**src/fcp_pkg.sv**
```systemverilog
// shared constants, field layouts and carrier types for the command parameter block
package fcp_pkg;

  // ----------------------------------------------------------------
  // register offsets
  // ----------------------------------------------------------------
  localparam logic [7:0] ADR_CTRL = 8'h00;
  localparam logic [7:0] ADR_TIMING = 8'h04;
  localparam logic [7:0] ADR_CONFIG = 8'h08;
  localparam logic [7:0] ADR_CMD = 8'h0C;
  localparam logic [7:0] ADR_SECT = 8'h10;
  localparam logic [7:0] ADR_STATUS = 8'h14;
  localparam logic [7:0] ADR_INT_STAT = 8'h18;
  localparam logic [7:0] ADR_INT_MASK = 8'h1C;
  localparam logic [7:0] ADR_DATA = 8'h20;

  // ----------------------------------------------------------------
  // field positions
  // ----------------------------------------------------------------
  localparam int CTRL_SRST = 0;
  localparam int CTRL_LOCK = 1;
  localparam int TIM_SETTLE_LSB = 0;
  localparam int TIM_RELEASE_LSB = 8;
  localparam int CFG_FIFO_EN_N = 0;
  localparam int CFG_THR_LSB = 4;
  localparam int CFG_PRECOMP_LSB = 8;
  localparam int CMD_SIZE_LSB = 0;
  localparam int CMD_NODMA = 5;
  localparam int CMD_MFM = 6;
  localparam int CMD_MT = 7;
  localparam int CMD_HEAD = 8;
  localparam int CMD_GO_RD = 16;
  localparam int CMD_GO_WR = 17;
  localparam int SECT_FIRST_LSB = 0;
  localparam int SECT_LAST_LSB = 8;
  localparam int SECT_SHORT_LSB = 16;
  localparam int INT_BYTE = 0;
  localparam int INT_DONE = 1;
  localparam int INT_W = 2;

  // ----------------------------------------------------------------
  // reset values
  // ----------------------------------------------------------------
  localparam logic RST_FIFO_EN_N = 1'b1;
  localparam logic [3:0] RST_FIFO_THR = 4'h0;
  localparam logic [7:0] RST_PRECOMP = 8'h00;
  localparam logic [7:0] RST_SETTLE = 8'h01;
  localparam logic [7:0] RST_RELEASE = 8'h01;
  localparam logic [7:0] RST_FIRST = 8'h01;
  localparam logic [7:0] RST_LAST = 8'h01;
  localparam logic [7:0] RST_SHORT = 8'hFF;

  // ----------------------------------------------------------------
  // sector geometry and timing
  // ----------------------------------------------------------------
  localparam logic [14:0] BASE_SECTOR_BYTES = 15'h0080;
  localparam logic [7:0] HEAD1_FIRST_SECTOR = 8'h01;
  localparam int CLK_MHZ = 20;
  localparam int TICK_TIME_US = 1000;
  localparam int TICK_CYCLES = TICK_TIME_US * CLK_MHZ;

  // ----------------------------------------------------------------
  // types
  // ----------------------------------------------------------------
  typedef enum logic [4:0] {
    FCP_IDLE = 5'b00001,
    FCP_SETTLE = 5'b00010,
    FCP_XFER = 5'b00100,
    FCP_HOST = 5'b01000,
    FCP_DONE = 5'b10000
  } fcp_state_e;

  typedef struct packed {
    logic fifo_enable_n;
    logic [3:0] fifo_threshold;
    logic [7:0] precomp_start_cylinder;
  } fcp_cfg_s;

  typedef struct packed {
    logic multi_track_flag;
    logic mfm;
    logic no_dma_flag;
    logic [2:0] size_code;
  } fcp_cmd_s;

endpackage

```
**src/fcp_decode.sv**
```systemverilog
// command parameter decode, head timing and byte transfer sequencing
//
// How it works
// - after the head is loaded the sequencer waits the settle count before any medium byte.
// - when an execution ends the release count runs and the head drops when it expires.
// - a soft reset restores fifo and precomp settings only while the lock bit is clear.
// - the density bit selects mfm when one and fm when zero, driven on mfm_mode.
// - with multi-track set the last head 0 sector continues with the first head 1 sector.
// - a nonzero size code gives 128 shifted left by the code bytes, codes 1 to 7.
// - size code zero gives 128 byte sectors with the short length bytes passed to the host.
// - with no-dma set each data byte raises the byte interrupt and waits for a data access.
// - with no-dma clear each data byte raises dma_request and waits for dma_acknowledge.
// - bytes past the short length are read but withheld, or written as zero.
// - fifo_enable_n is active low and resets to one, fifo disabled.
//
// Local design decisions: the register offsets and the strobed register port.
`timescale 1ns/1ns
module fcp_decode #(
  parameter int TICK_CYCLES = fcp_pkg::TICK_CYCLES
) (
  // clock and reset
  input wire logic clk_sys,
  input wire logic rst,
  // register port
  input wire logic [7:0] reg_addr,
  input wire logic [31:0] reg_wdata,
  input wire logic reg_wr,
  input wire logic reg_rd,
  output logic [31:0] reg_rdata,
  // dma handshake
  output logic dma_request,
  input wire logic dma_acknowledge,
  input wire logic [7:0] dma_wr_data,
  output logic [7:0] dma_rd_data,
  // medium side
  input wire logic media_byte_tick,
  input wire logic [7:0] media_rd_byte,
  output logic [7:0] media_wr_byte,
  output logic media_wr_strobe,
  output logic head_load,
  output logic head_select,
  output logic mfm_mode,
  // configuration and interrupt
  output fcp_pkg::fcp_cfg_s cfg_out,
  output logic irq
);

  localparam int DIV_W = $clog2(TICK_CYCLES);

  // ----------------------------------------------------------------
  // declarations
  // ----------------------------------------------------------------
  fcp_pkg::fcp_state_e state;
  fcp_pkg::fcp_cfg_s cfg;
  fcp_pkg::fcp_cmd_s cmd;
  logic lock;
  logic [7:0] settle_cnt;
  logic [7:0] release_cnt;
  logic [7:0] first_sector;
  logic [7:0] last_sector;
  logic [7:0] short_len;
  logic [7:0] sector;
  logic [14:0] idx;
  logic [7:0] host_byte;
  logic have_byte;
  logic is_write;
  logic finish;
  logic byte_evt;
  logic done_evt;
  logic [2:0] ack_sync;
  logic [7:0] wdat_s1;
  logic [7:0] wdat_s2;
  logic [DIV_W-1:0] div;
  logic ms_tick;
  logic [7:0] ivl_cnt;
  logic releasing;
  logic [fcp_pkg::INT_W-1:0] int_stat;
  logic [fcp_pkg::INT_W-1:0] int_mask;
  logic [fcp_pkg::INT_W-1:0] next_int_stat;

  // ----------------------------------------------------------------
  // decode
  // ----------------------------------------------------------------
  wire wr_ctrl = reg_wr && (reg_addr == fcp_pkg::ADR_CTRL);
  wire wr_timing = reg_wr && (reg_addr == fcp_pkg::ADR_TIMING);
  wire wr_config = reg_wr && (reg_addr == fcp_pkg::ADR_CONFIG);
  wire wr_cmd = reg_wr && (reg_addr == fcp_pkg::ADR_CMD);
  wire wr_sect = reg_wr && (reg_addr == fcp_pkg::ADR_SECT);
  wire wr_mask = reg_wr && (reg_addr == fcp_pkg::ADR_INT_MASK);
  wire wr_data = reg_wr && (reg_addr == fcp_pkg::ADR_DATA);
  wire rd_data = reg_rd && (reg_addr == fcp_pkg::ADR_DATA);
  wire rd_stat = reg_rd && (reg_addr == fcp_pkg::ADR_INT_STAT);
  wire soft_reset = wr_ctrl && reg_wdata[fcp_pkg::CTRL_SRST];
  wire idle = (state == fcp_pkg::FCP_IDLE);
  wire go_rd = wr_cmd && idle && reg_wdata[fcp_pkg::CMD_GO_RD];
  wire go_wr = wr_cmd && idle && !go_rd && reg_wdata[fcp_pkg::CMD_GO_WR];
  wire go = go_rd || go_wr;
  wire ack_edge = ack_sync[1] && !ack_sync[2];

  // sector length and the part of it the host sees
  wire [14:0] phys_len = fcp_pkg::BASE_SECTOR_BYTES << cmd.size_code;
  wire [14:0] xfer_len = (cmd.size_code == 3'h0) ? {7'h00, short_len} : phys_len;
  wire in_xfer = idx < xfer_len;
  wire last_byte = (idx == phys_len - 15'h0001);
  wire to_head1 = cmd.multi_track_flag && !head_select && (sector == last_sector);
  wire sect_end_done = last_byte && (sector == last_sector) && !to_head1;
  wire service = (state == fcp_pkg::FCP_HOST) &&
    (cmd.no_dma_flag ? (is_write ? wr_data : rd_data) : ack_edge);

  assign cfg_out = cfg;
  assign mfm_mode = cmd.mfm;
  assign dma_rd_data = host_byte;

  // ----------------------------------------------------------------
  // acknowledge and dma write data synchroniser
  // ----------------------------------------------------------------
  always_ff @(posedge clk_sys) begin
    if (rst) begin
      ack_sync <= 3'h0;
      wdat_s1 <= 8'h00;
      wdat_s2 <= 8'h00;
    end else begin
      ack_sync <= {ack_sync[1:0], dma_acknowledge};
      wdat_s1 <= dma_wr_data;
      wdat_s2 <= wdat_s1;
    end
  end

  // ----------------------------------------------------------------
  // configuration, lock and timing counts
  // ----------------------------------------------------------------
  always_ff @(posedge clk_sys) begin
    if (rst || (soft_reset && !lock)) begin
      cfg.fifo_enable_n <= fcp_pkg::RST_FIFO_EN_N;
      cfg.fifo_threshold <= fcp_pkg::RST_FIFO_THR;
      cfg.precomp_start_cylinder <= fcp_pkg::RST_PRECOMP;
    end else if (wr_config) begin
      cfg.fifo_enable_n <= reg_wdata[fcp_pkg::CFG_FIFO_EN_N];
      cfg.fifo_threshold <= reg_wdata[fcp_pkg::CFG_THR_LSB +: 4];
      cfg.precomp_start_cylinder <= reg_wdata[fcp_pkg::CFG_PRECOMP_LSB +: 8];
    end
  end

  always_ff @(posedge clk_sys) begin
    if (rst) begin
      lock <= 1'b0;
    end else if (wr_ctrl) begin
      lock <= reg_wdata[fcp_pkg::CTRL_LOCK];
    end
  end

  always_ff @(posedge clk_sys) begin
    if (rst) begin
      settle_cnt <= fcp_pkg::RST_SETTLE;
      release_cnt <= fcp_pkg::RST_RELEASE;
      first_sector <= fcp_pkg::RST_FIRST;
      last_sector <= fcp_pkg::RST_LAST;
      short_len <= fcp_pkg::RST_SHORT;
      int_mask <= '0;
    end else begin
      if (wr_timing) begin
        settle_cnt <= reg_wdata[fcp_pkg::TIM_SETTLE_LSB +: 8];
        release_cnt <= reg_wdata[fcp_pkg::TIM_RELEASE_LSB +: 8];
      end
      if (wr_sect) begin
        first_sector <= reg_wdata[fcp_pkg::SECT_FIRST_LSB +: 8];
        last_sector <= reg_wdata[fcp_pkg::SECT_LAST_LSB +: 8];
        short_len <= reg_wdata[fcp_pkg::SECT_SHORT_LSB +: 8];
      end
      if (wr_mask) begin
        int_mask <= reg_wdata[fcp_pkg::INT_W-1:0];
      end
    end
  end

  // ----------------------------------------------------------------
  // millisecond tick and head load timer
  // ----------------------------------------------------------------
  always_ff @(posedge clk_sys) begin
    if (rst || soft_reset) begin
      div <= '0;
      ms_tick <= 1'b0;
    end else begin
      ms_tick <= (div == DIV_W'(TICK_CYCLES - 1));
      div <= (div == DIV_W'(TICK_CYCLES - 1)) ? '0 : div + DIV_W'(1);
    end
  end

  always_ff @(posedge clk_sys) begin
    if (rst || soft_reset) begin
      head_load <= 1'b0;
      ivl_cnt <= 8'h00;
      releasing <= 1'b0;
    end else if (go) begin
      releasing <= 1'b0;
      head_load <= 1'b1;
      ivl_cnt <= head_load ? 8'h00 : settle_cnt;
    end else if (state == fcp_pkg::FCP_DONE) begin
      releasing <= 1'b1;
      ivl_cnt <= release_cnt;
    end else if (ms_tick && (ivl_cnt != 8'h00)) begin
      ivl_cnt <= ivl_cnt - 8'h01;
    end else if (releasing && (ivl_cnt == 8'h00)) begin
      head_load <= 1'b0;
      releasing <= 1'b0;
    end
  end

  // ----------------------------------------------------------------
  // transfer sequencer
  // ----------------------------------------------------------------
  always_ff @(posedge clk_sys) begin
    if (rst || soft_reset) begin
      state <= fcp_pkg::FCP_IDLE;
      cmd <= '0;
      head_select <= 1'b0;
      sector <= 8'h00;
      idx <= 15'h0000;
      host_byte <= 8'h00;
      have_byte <= 1'b0;
      is_write <= 1'b0;
      finish <= 1'b0;
      dma_request <= 1'b0;
      byte_evt <= 1'b0;
      done_evt <= 1'b0;
      media_wr_byte <= 8'h00;
      media_wr_strobe <= 1'b0;
    end else begin
      byte_evt <= 1'b0;
      done_evt <= 1'b0;
      media_wr_strobe <= 1'b0;
      case (state)
        fcp_pkg::FCP_IDLE: begin
          if (go) begin
            cmd.multi_track_flag <= reg_wdata[fcp_pkg::CMD_MT];
            cmd.mfm <= reg_wdata[fcp_pkg::CMD_MFM];
            cmd.no_dma_flag <= reg_wdata[fcp_pkg::CMD_NODMA];
            cmd.size_code <= reg_wdata[fcp_pkg::CMD_SIZE_LSB +: 3];
            head_select <= reg_wdata[fcp_pkg::CMD_HEAD];
            sector <= first_sector;
            idx <= 15'h0000;
            have_byte <= 1'b0;
            finish <= 1'b0;
            is_write <= go_wr;
            state <= head_load ? fcp_pkg::FCP_XFER : fcp_pkg::FCP_SETTLE;
          end
        end
        fcp_pkg::FCP_SETTLE: begin
          if (ivl_cnt == 8'h00) begin
            state <= fcp_pkg::FCP_XFER;
          end
        end
        fcp_pkg::FCP_XFER: begin
          if (is_write && in_xfer && !have_byte) begin
            state <= fcp_pkg::FCP_HOST;
            dma_request <= !cmd.no_dma_flag;
            byte_evt <= cmd.no_dma_flag;
          end else if (media_byte_tick) begin
            if (is_write) begin
              media_wr_byte <= in_xfer ? host_byte : 8'h00;
              media_wr_strobe <= 1'b1;
              have_byte <= 1'b0;
              state <= sect_end_done ? fcp_pkg::FCP_DONE : fcp_pkg::FCP_XFER;
            end else begin
              host_byte <= media_rd_byte;
              if (in_xfer) begin
                state <= fcp_pkg::FCP_HOST;
                dma_request <= !cmd.no_dma_flag;
                byte_evt <= cmd.no_dma_flag;
              end else begin
                state <= sect_end_done ? fcp_pkg::FCP_DONE : fcp_pkg::FCP_XFER;
              end
            end
            if (last_byte) begin
              idx <= 15'h0000;
              finish <= sect_end_done;
              if (to_head1) begin
                head_select <= 1'b1;
                sector <= fcp_pkg::HEAD1_FIRST_SECTOR;
              end else begin
                sector <= sector + 8'h01;
              end
            end else begin
              idx <= idx + 15'h0001;
            end
          end
        end
        fcp_pkg::FCP_HOST: begin
          if (service) begin
            dma_request <= 1'b0;
            if (is_write) begin
              host_byte <= cmd.no_dma_flag ? reg_wdata[7:0] : wdat_s2;
              have_byte <= 1'b1;
            end
            state <= finish ? fcp_pkg::FCP_DONE : fcp_pkg::FCP_XFER;
          end
        end
        fcp_pkg::FCP_DONE: begin
          done_evt <= 1'b1;
          state <= fcp_pkg::FCP_IDLE;
        end
        default: begin
          state <= fcp_pkg::FCP_IDLE;
        end
      endcase
    end
  end

  // ----------------------------------------------------------------
  // interrupt status, set wins over the read clear
  // ----------------------------------------------------------------
  always_comb begin
    next_int_stat = rd_stat ? '0 : int_stat;
    next_int_stat[fcp_pkg::INT_BYTE] = next_int_stat[fcp_pkg::INT_BYTE] | byte_evt;
    next_int_stat[fcp_pkg::INT_DONE] = next_int_stat[fcp_pkg::INT_DONE] | done_evt;
  end

  always_ff @(posedge clk_sys) begin
    if (rst) begin
      int_stat <= '0;
      irq <= 1'b0;
    end else begin
      int_stat <= next_int_stat;
      irq <= |(int_stat & int_mask);
    end
  end

  // ----------------------------------------------------------------
  // read data, valid only the cycle after the strobe
  // ----------------------------------------------------------------
  always_ff @(posedge clk_sys) begin
    if (rst || !reg_rd) begin
      reg_rdata <= 32'h0000_0000;
    end else begin
      case (reg_addr)
        fcp_pkg::ADR_CTRL: reg_rdata <= {30'h0, lock, 1'b0};
        fcp_pkg::ADR_TIMING: reg_rdata <= {16'h0000, release_cnt, settle_cnt};
        fcp_pkg::ADR_CONFIG: reg_rdata <= {16'h0000, cfg.precomp_start_cylinder,
          cfg.fifo_threshold, 3'h0, cfg.fifo_enable_n};
        fcp_pkg::ADR_CMD: reg_rdata <= {23'h0, head_select, cmd.multi_track_flag,
          cmd.mfm, cmd.no_dma_flag, 2'h0, cmd.size_code};
        fcp_pkg::ADR_SECT: reg_rdata <= {8'h00, short_len, last_sector, first_sector};
        fcp_pkg::ADR_STATUS: reg_rdata <= {11'h0, state, sector, 4'h0,
          dma_request, head_select, head_load, !idle};
        fcp_pkg::ADR_INT_STAT: reg_rdata <= {30'h0, int_stat};
        fcp_pkg::ADR_INT_MASK: reg_rdata <= {30'h0, int_mask};
        fcp_pkg::ADR_DATA: reg_rdata <= {24'h00_0000, host_byte};
        default: reg_rdata <= 32'h0000_0000;
      endcase
    end
  end

endmodule // fcp_decode

```
**config.mk**
```make
export PLATFORM = sky130hd
export DESIGN_NAME = fcp_decode
export DESIGN_NICKNAME = d
export VERILOG_FILES = /design/src/fcp_pkg.sv /design/src/fcp_decode.sv
export SDC_FILE = /design/constraint.sdc
export NUM_CORES = 1
export LEC_CHECK = 0
export BUFFER_PORTS_ARGS = -buffer_cell sky130_fd_sc_hd__buf_2
export CAP_MARGIN = 20
export CORE_ASPECT_RATIO = 0.6
export CORE_MARGIN = 5
export CORE_UTILIZATION = 40
export CTS_CLUSTER_DIAMETER = 40
export DETAILED_ROUTE_END_ITERATION = 12
export GPL_TIMING_DRIVEN = 1
export SLEW_MARGIN = 20
export SYNTH_ARGS = -nofsm -noshare
export SYNTH_HDL_FRONTEND = slang
export SYNTH_SLANG_ARGS = --single-unit
```
**constraint.sdc**
```tcl
create_clock -name clk_sys -period 5.8 [get_ports clk_sys]
set_clock_uncertainty 0.2 [all_clocks]
set_input_delay 1.16 -clock clk_sys [delete_from_list [all_inputs] [get_ports clk_sys]]
set_output_delay 1.16 -clock clk_sys [all_outputs]
set_load 0.02 [all_outputs]
```
==> flow_summary.yaml, run 1 <==
outcome:
  status: "completed"
yosys:
  synth_area_leaders: "dfxtp_1, nand2_1, a21oi_1"
  synth_area_um2: 8570
  synth.distinct_cells: 72
  syn_area_per_cell_um2: 8.37
  ys_seq_area_share_pct: 43.4
  ys_ff_latch: 186
  synth_async_sr_flop_share_pct: 0
  synth-edff-count: 0
  synthCells: 1024
  synth_area_leader_cell: "dfxtp_1"
  yosysTopAreaCellShare_pct: 43.4
  ys.warnings.count: 0
  synth-main-ff-cell: "dfxtp_1"
timing:
  tightest_slew_ns: 1.08
  clock.fmax_ghz: 0.257
  final.min_clock_period_ns: 3.89
  fin_ws_ns: 1.91
  whs_ns: 0.238
  slew_viol_final: 0
  rsz0062_at_grt: "false"
  max_slew_margin_pct: 27.7
  period_share_pct: 67.1
  fin_setup_tns_ns: 0
  hold_viol_final: 0
  finalSetupViolations: 0
setup_path:
  cp-end-kind: "flip-flop"
  crit_path_start: "cmd[2]$_SDFFE_PP0P_"
  crit_fanout: 15
  cp.required_ns: 5.89
  arrival_ns: 3.98
  rrSetupSlack_ns: 1.91
  critPathLaunchType: "flip-flop"
  worstSetupPathType: "flip-flop to flip-flop"
  r2r_start: "cmd[2]$_SDFFE_PP0P_"
placed_design:
  dp_hpwl_um: 19800
  io_buffers: 112
  gp_congestion: 0.899
  placed_cells: 1374
  dp_slack_ns: 1.82
  dpl_cell_area_um2: 9360
drt:
  num_vias: 7899
  wirelength_um: 27600
  drtIter0Drc: 664
  drcViolationCount: 0
  first_pass_iters: 6
  via_per_inst: 5.63
  ant_nets: 0
  avgRoutedWirePerCell_um: 19.6
clock_tree:
  cts_setup_buffers: 0
  insertion_delay_ns: 0.44
  clock-sinks: 186
  htree_levels: 4
  cts_tree: "built"
  cts_root_buffer: "clkbuf_16"
  clk_pin_slew_ns: 0.07
  ctsResizeCount: 0
  cts.path.max_buffers: 2
  numCtsBuffers: 17
  holdBufCountCts: 0
cells_and_area:
  areaGrowthSynthToFinish_pct: 16.4
  fin_cells: 1404
  n_antenna_cell: 0
  fin_area_um2: 9980
  post-route-util_pct: 47.4
  drive_above_1_share_pct: 16.4
  fin_nets: 1195
run:
  drv_cap: 0
power:
  switching_share_pct: 22.1
  peakVddDrop_v: 0.000218
  seqPwrFrac_pct: 49.4
  power_switching_uw: 576
  p_comb_share_pct: 3.6
  p_total_mw: 2.61
  clkPwrFrac_pct: 46.9
  power_per_cell_area_nw_per_um2: 262
  intPower_mw: 2.03
  p_leak_nw: 3.92
floorplanning:
  initial_core_util_pct: 40.8
  die_w_um: 199
  fp.dieH_um: 123
  pin_count: 129
  dieArea_um2: 24600
  num_rows: 41
  core_area_um2: 21000
global_routing:
  antenna_found_initial: 1
  grt_overflow: 0
  grt_use_total_pct: 22.7
  first_global_vias: 7216
  grt_pass1_wl_um: 42700
  grt_max_degree: 39
min_path:
  hp-start: "wdat_s1[0]$_SDFF_PP0_"
  hp-class: "flip-flop to flip-flop"
==> Yosys cell counts, drive strengths merged (19+ instances only) <==
cell / instances
nand2: 187
dfxtp: 186
a21oi: 102
nor2: 86
o21ai: 41
clkbuf: 40
nand3: 35
mux2i: 28
buf: 22
xor2: 22
nor2b: 21
ha: 19
==> layer usage <==
layer / part of all wire (%) / up-vias / global-route usage [%]
met5: 0.047 / - / 0
met4: 1.1 / 2 / 6.02
li1: - / 3821 / -
met1: 49 / 3714 / 35.1
met3: 10 / 28 / 7.03
met2: 39 / 334 / 29.8
==> placed cells by master (no fill, tap or decap), types with 14 or more instances in the layout <==
| cell type | count |
|---|---|
| nand3_1 | 35 |
| inv_1 | 17 |
| dfxtp_1 | 186 |
| nor2_1 | 74 |
| xor2_1 | 22 |
| nand2_1 | 187 |
| mux2i_1 | 28 |
| ha_1 | 19 |
| nor2b_1 | 21 |
| a21oi_1 | 100 |
| and3_1 | 17 |
| o21ai_0 | 39 |
| buf_2 | 112 |
| buf_4 | 14 |
| clkbuf_16 | 17 |
==> flip-flops by register name, summed over array words and instances, names as in the netlist, 2 cells and up <==
signal         flops
short_len          8
idx               15
media_wr_byte      8
cfg_out           13
wdat_s2            8
ack_sync           3
sector             8
dma_rd_data        8
cmd                5
wdat_s1            8
last_sector        8
release_cnt        8
first_sector       8
state              5
int_mask           2
int_stat           2
reg_rdata         24
ivl_cnt            8
settle_cnt         8
div               15
==> power by group through the flow <==
stage,sequential [mW],clock [mW],combinational [mW]
after detailed placement,1.32,0,0.0929
final,1.29,1.22,0.0952
after global routing,1.29,1.30,0.103
after CTS,1.29,1.25,0.0935
after floorplan,1.32,0,0.0514
after global placement,1.32,0,0.0929
==> cell type report <==
class,count,area (um2)
clock buffers,23,488
clock inverters,7,115
fillers,2068,11100
inverters,17,63.8
multi-input cells,766,4570
flip-flops and latches,186,3720
well taps,279,349
repair buffers,126,666
==> cells by family after synthesis <==
| logic type | Yosys count | share of synthesized area, % |
|---|---|---|
| flops | 186 | 43.4 |
| simple gates | 422 | 23.6 |
| xor+xnor | 35 | 3.58 |
| fa+ha+maj | 19 | 2.77 |
| buf+inv | 79 | 3.94 |
| mux | 29 | 3.40 |
| compound gates | 253 | 19.3 |
| other cells | 1 | 0.0437 |
==> critical path, stage by stage (launching register included) <==
cell and delay (ns):
dfxtp_1 0.49, nor3_2 0.60, nand2_1 0.12, ha_1 0.33
nand4_1 0.15, a21o_1 0.19, o22a_1 0.26, a21oi_1 0.38
nor2_2 0.06, o21ai_1 0.83, nor2_1 0.11
==> final timing paths <==
| path | end | cells after the start |
|---|---|---|
| worst max-delay path | idx[7]$_SDFFE_PP0P_ | 10 |
| worst min register to register | wdat_s2[0]$_SDFF_PP0_ | 1 |
| worst min-delay path | wdat_s2[0]$_SDFF_PP0_ | 1 |
| worst max register to register | idx[7]$_SDFFE_PP0P_ | 10 |
Note: power is estimated with default switching activity, not from simulation.
==> inputs of run 2 (changes only) <==
Clock period 5.8 ns to 4 ns, I/O delays scaled along.
==> run 2 against run 1 <==
  * Core utilization grew 0.46 points
  * Critical path type unchanged
  * Hold slack gained 0.0025 ns
  * First-iteration DRC count grew 23%
  * Maximum frequency grew 6.6%
  * Non-clock buffer count grew 21
  * Die area is the same
  * Final area grew 0.97%
  * Global-route usage shrank 0.12 points
  * Power grew 40%
  * Register-to-register slack lost 1.6 ns
==> flow_summary.yaml, run 2 (synthesis gave the netlist of run 1 again) <==
timing:
  max_slew_margin_pct: 38.4
  rsz0062_at_grt: "false"
  fin_setup_tns_ns: 0
  whs_ns: 0.240
  hold_viol_final: 0
  final.min_clock_period_ns: 3.65
  clock.fmax_ghz: 0.274
  slew_viol_final: 0
  period_share_pct: 91.3
  finalSetupViolations: 0
  tightest_slew_ns: 0.923
cells_and_area:
  final_common_cell: "nand2_1"
  top_register: "reg_rdata"
  fin_nets: 1216
  post-route-util_pct: 47.9
  drive_above_1_share_pct: 18.1
  multi_input_area_um2: 4560
  final-seq-area_um2: 3720
  n_antenna_cell: 0
  areaGrowthSynthToFinish_pct: 17.5
  mostFrequentLayoutCells: "nand2_1, dfxtp_1, buf_2"
  fin_cells: 1427
  n_fill_cell: 2093
  top_regs: "reg_rdata (24), div (15), idx (15)"
  largest_reg_flops: 24
floorplanning:
  initial_core_util_pct: 40.8
  die_w_um: 199
  pin_count: 129
  dieArea_um2: 24600
  fp.dieH_um: 123
  core_area_um2: 21000
  num_rows: 41
drt:
  top_layer: "met4"
  wirelength_um: 27600
  dr_wl_met2_um: 10900
  drtIter0Drc: 817
  via_per_inst: 5.59
  wl_met3_um: 2580
  drcViolationCount: 0
  num_vias: 7981
  ant_nets: 0
  drt-met1-wl_um: 13800
  avgRoutedWirePerCell_um: 19.4
  first_pass_iters: 6
setup_path:
  crit_fanout: 8
  cp_slowest_cell: "nor3_2"
  cp-end-kind: "flip-flop"
  critPathLaunchType: "flip-flop"
  path_delay_family: "compound AO/OA/AOI/OAI gates"
  rrSetupSlack_ns: 0.35
  cpPeakStageDelay_ns: 0.55
  cp.required_ns: 4.18
  r2r_start: "cmd[2]$_SDFFE_PP0P_"
  reg2reg_depth: 10
  cp_num_buf_inv: 0
  r2r-end: "idx[13]$_SDFFE_PP0P_"
  arrival_ns: 3.83
  crit_path_frequent_cell: "a21oi_1"
  worstSetupPathType: "flip-flop to flip-flop"
  cp_cell_sequence: "nor3_2, nand2_1, ha_1, nand4_1, a21o_1, o22a_1, a21oi_1, o2111ai_1, or3_1, a21oi_1"
min_path:
  hp-start: "wdat_s1[0]$_SDFF_PP0_"
  worstHoldEndpoint: "wdat_s2[0]$_SDFF_PP0_"
  hold_depth: 1
  hp-class: "flip-flop to flip-flop"
run:
  drv_cap: 0
clock_tree:
  clock-sinks: 186
  htree_levels: 4
  cts_root_buffer: "clkbuf_16"
  numCtsBuffers: 17
  cts_tree: "built"
  cts_setup_buffers: 0
  cts.path.max_buffers: 2
  insertion_delay_ns: 0.45
  clk_pin_slew_ns: 0.07
  ctsResizeCount: 0
  holdBufCountCts: 0
global_routing:
  grt_pass1_wl_um: 42500
  first_global_vias: 7364
  grt_use_total_pct: 22.5
  grt_max_degree: 32
  antenna_found_initial: 0
  grt_overflow: 0
placed_design:
  dp_hpwl_um: 20500
  placed_cells: 1395
  io_buffers: 112
  gp_congestion: 0.910
outcome:
  status: "completed"
power:
  power_per_cell_area_nw_per_um2: 363
  p_total_mw: 3.65
  peakVddDrop_v: 0.000294
  p_leak_nw: 4.00
-- run 2: cell types whose count changed in the layout (fill, tap and decap cells not counted), moves of 2 or more --
cell / change
clkinv_4: +2
buf_4: +21
inv_8: +2
clkbuf_8: -4
clkbuf_1: -2
bufinv_16: -3
inv_6: +7
-- run 2: routing by layer --
metal / GRT usage [%] / up-vias
li1: - / 3855
met5: 0 / -
met1: 36.2 / 3761
met4: 5.00 / 0
met2: 29.8 / 334
met3: 5.28 / 31
-- run 2: cell type report --
type / count / share of cell area (%)
well taps: 279 / 3.47
inverters: 17 / 0.634
clock inverters: 15 / 1.28
repair buffers: 147 / 8.17
flip-flops and latches: 186 / 37.0
multi-input cells: 766 / 45.3
clock buffers: 17 / 4.22
-- run 2: power breakdown --
| group | switching, mW | internal, mW |
|---|---|---|
| Sequential | 0.00543 | 1.86 |
| Combinational | 0.0974 | 0.0481 |
| Clock | 0.824 | 0.818 |
-- run 2: worst max path at each step --
| stage | start | end | slack [ns] | cells past startpoint |
|---|---|---|---|---|
| final | cmd[2]$_SDFFE_PP0P_ | idx[13]$_SDFFE_PP0P_ | 0.35 | 10 |
| after global routing | cmd[2]$_SDFFE_PP0P_ | idx[11]$_SDFFE_PP0P_ | 0.11 | 10 |
| after CTS | cmd[2]$_SDFFE_PP0P_ | idx[13]$_SDFFE_PP0P_ | 0.37 | 10 |
| after detailed placement | cmd[2]$_SDFFE_PP0P_ | idx[13]$_SDFFE_PP0P_ | 0.39 | 10 |
| after global placement | cmd[2]$_SDFFE_PP0P_ | idx[13]$_SDFFE_PP0P_ | 0.47 | 10 |
| after floorplan | cmd[2]$_SDFFE_PP0P_ | idx[12]$_SDFFE_PP0P_ | 1.01 | 11 |
-- run 2: per-stage QoR --
step,worst slack [ns],area (um2)
finish,0.349,10100
global route,0.111,10100
CTS,0.371,10100
detailed placement,0.391,9520
global placement,0.467,9520
floorplan,1.01,8600
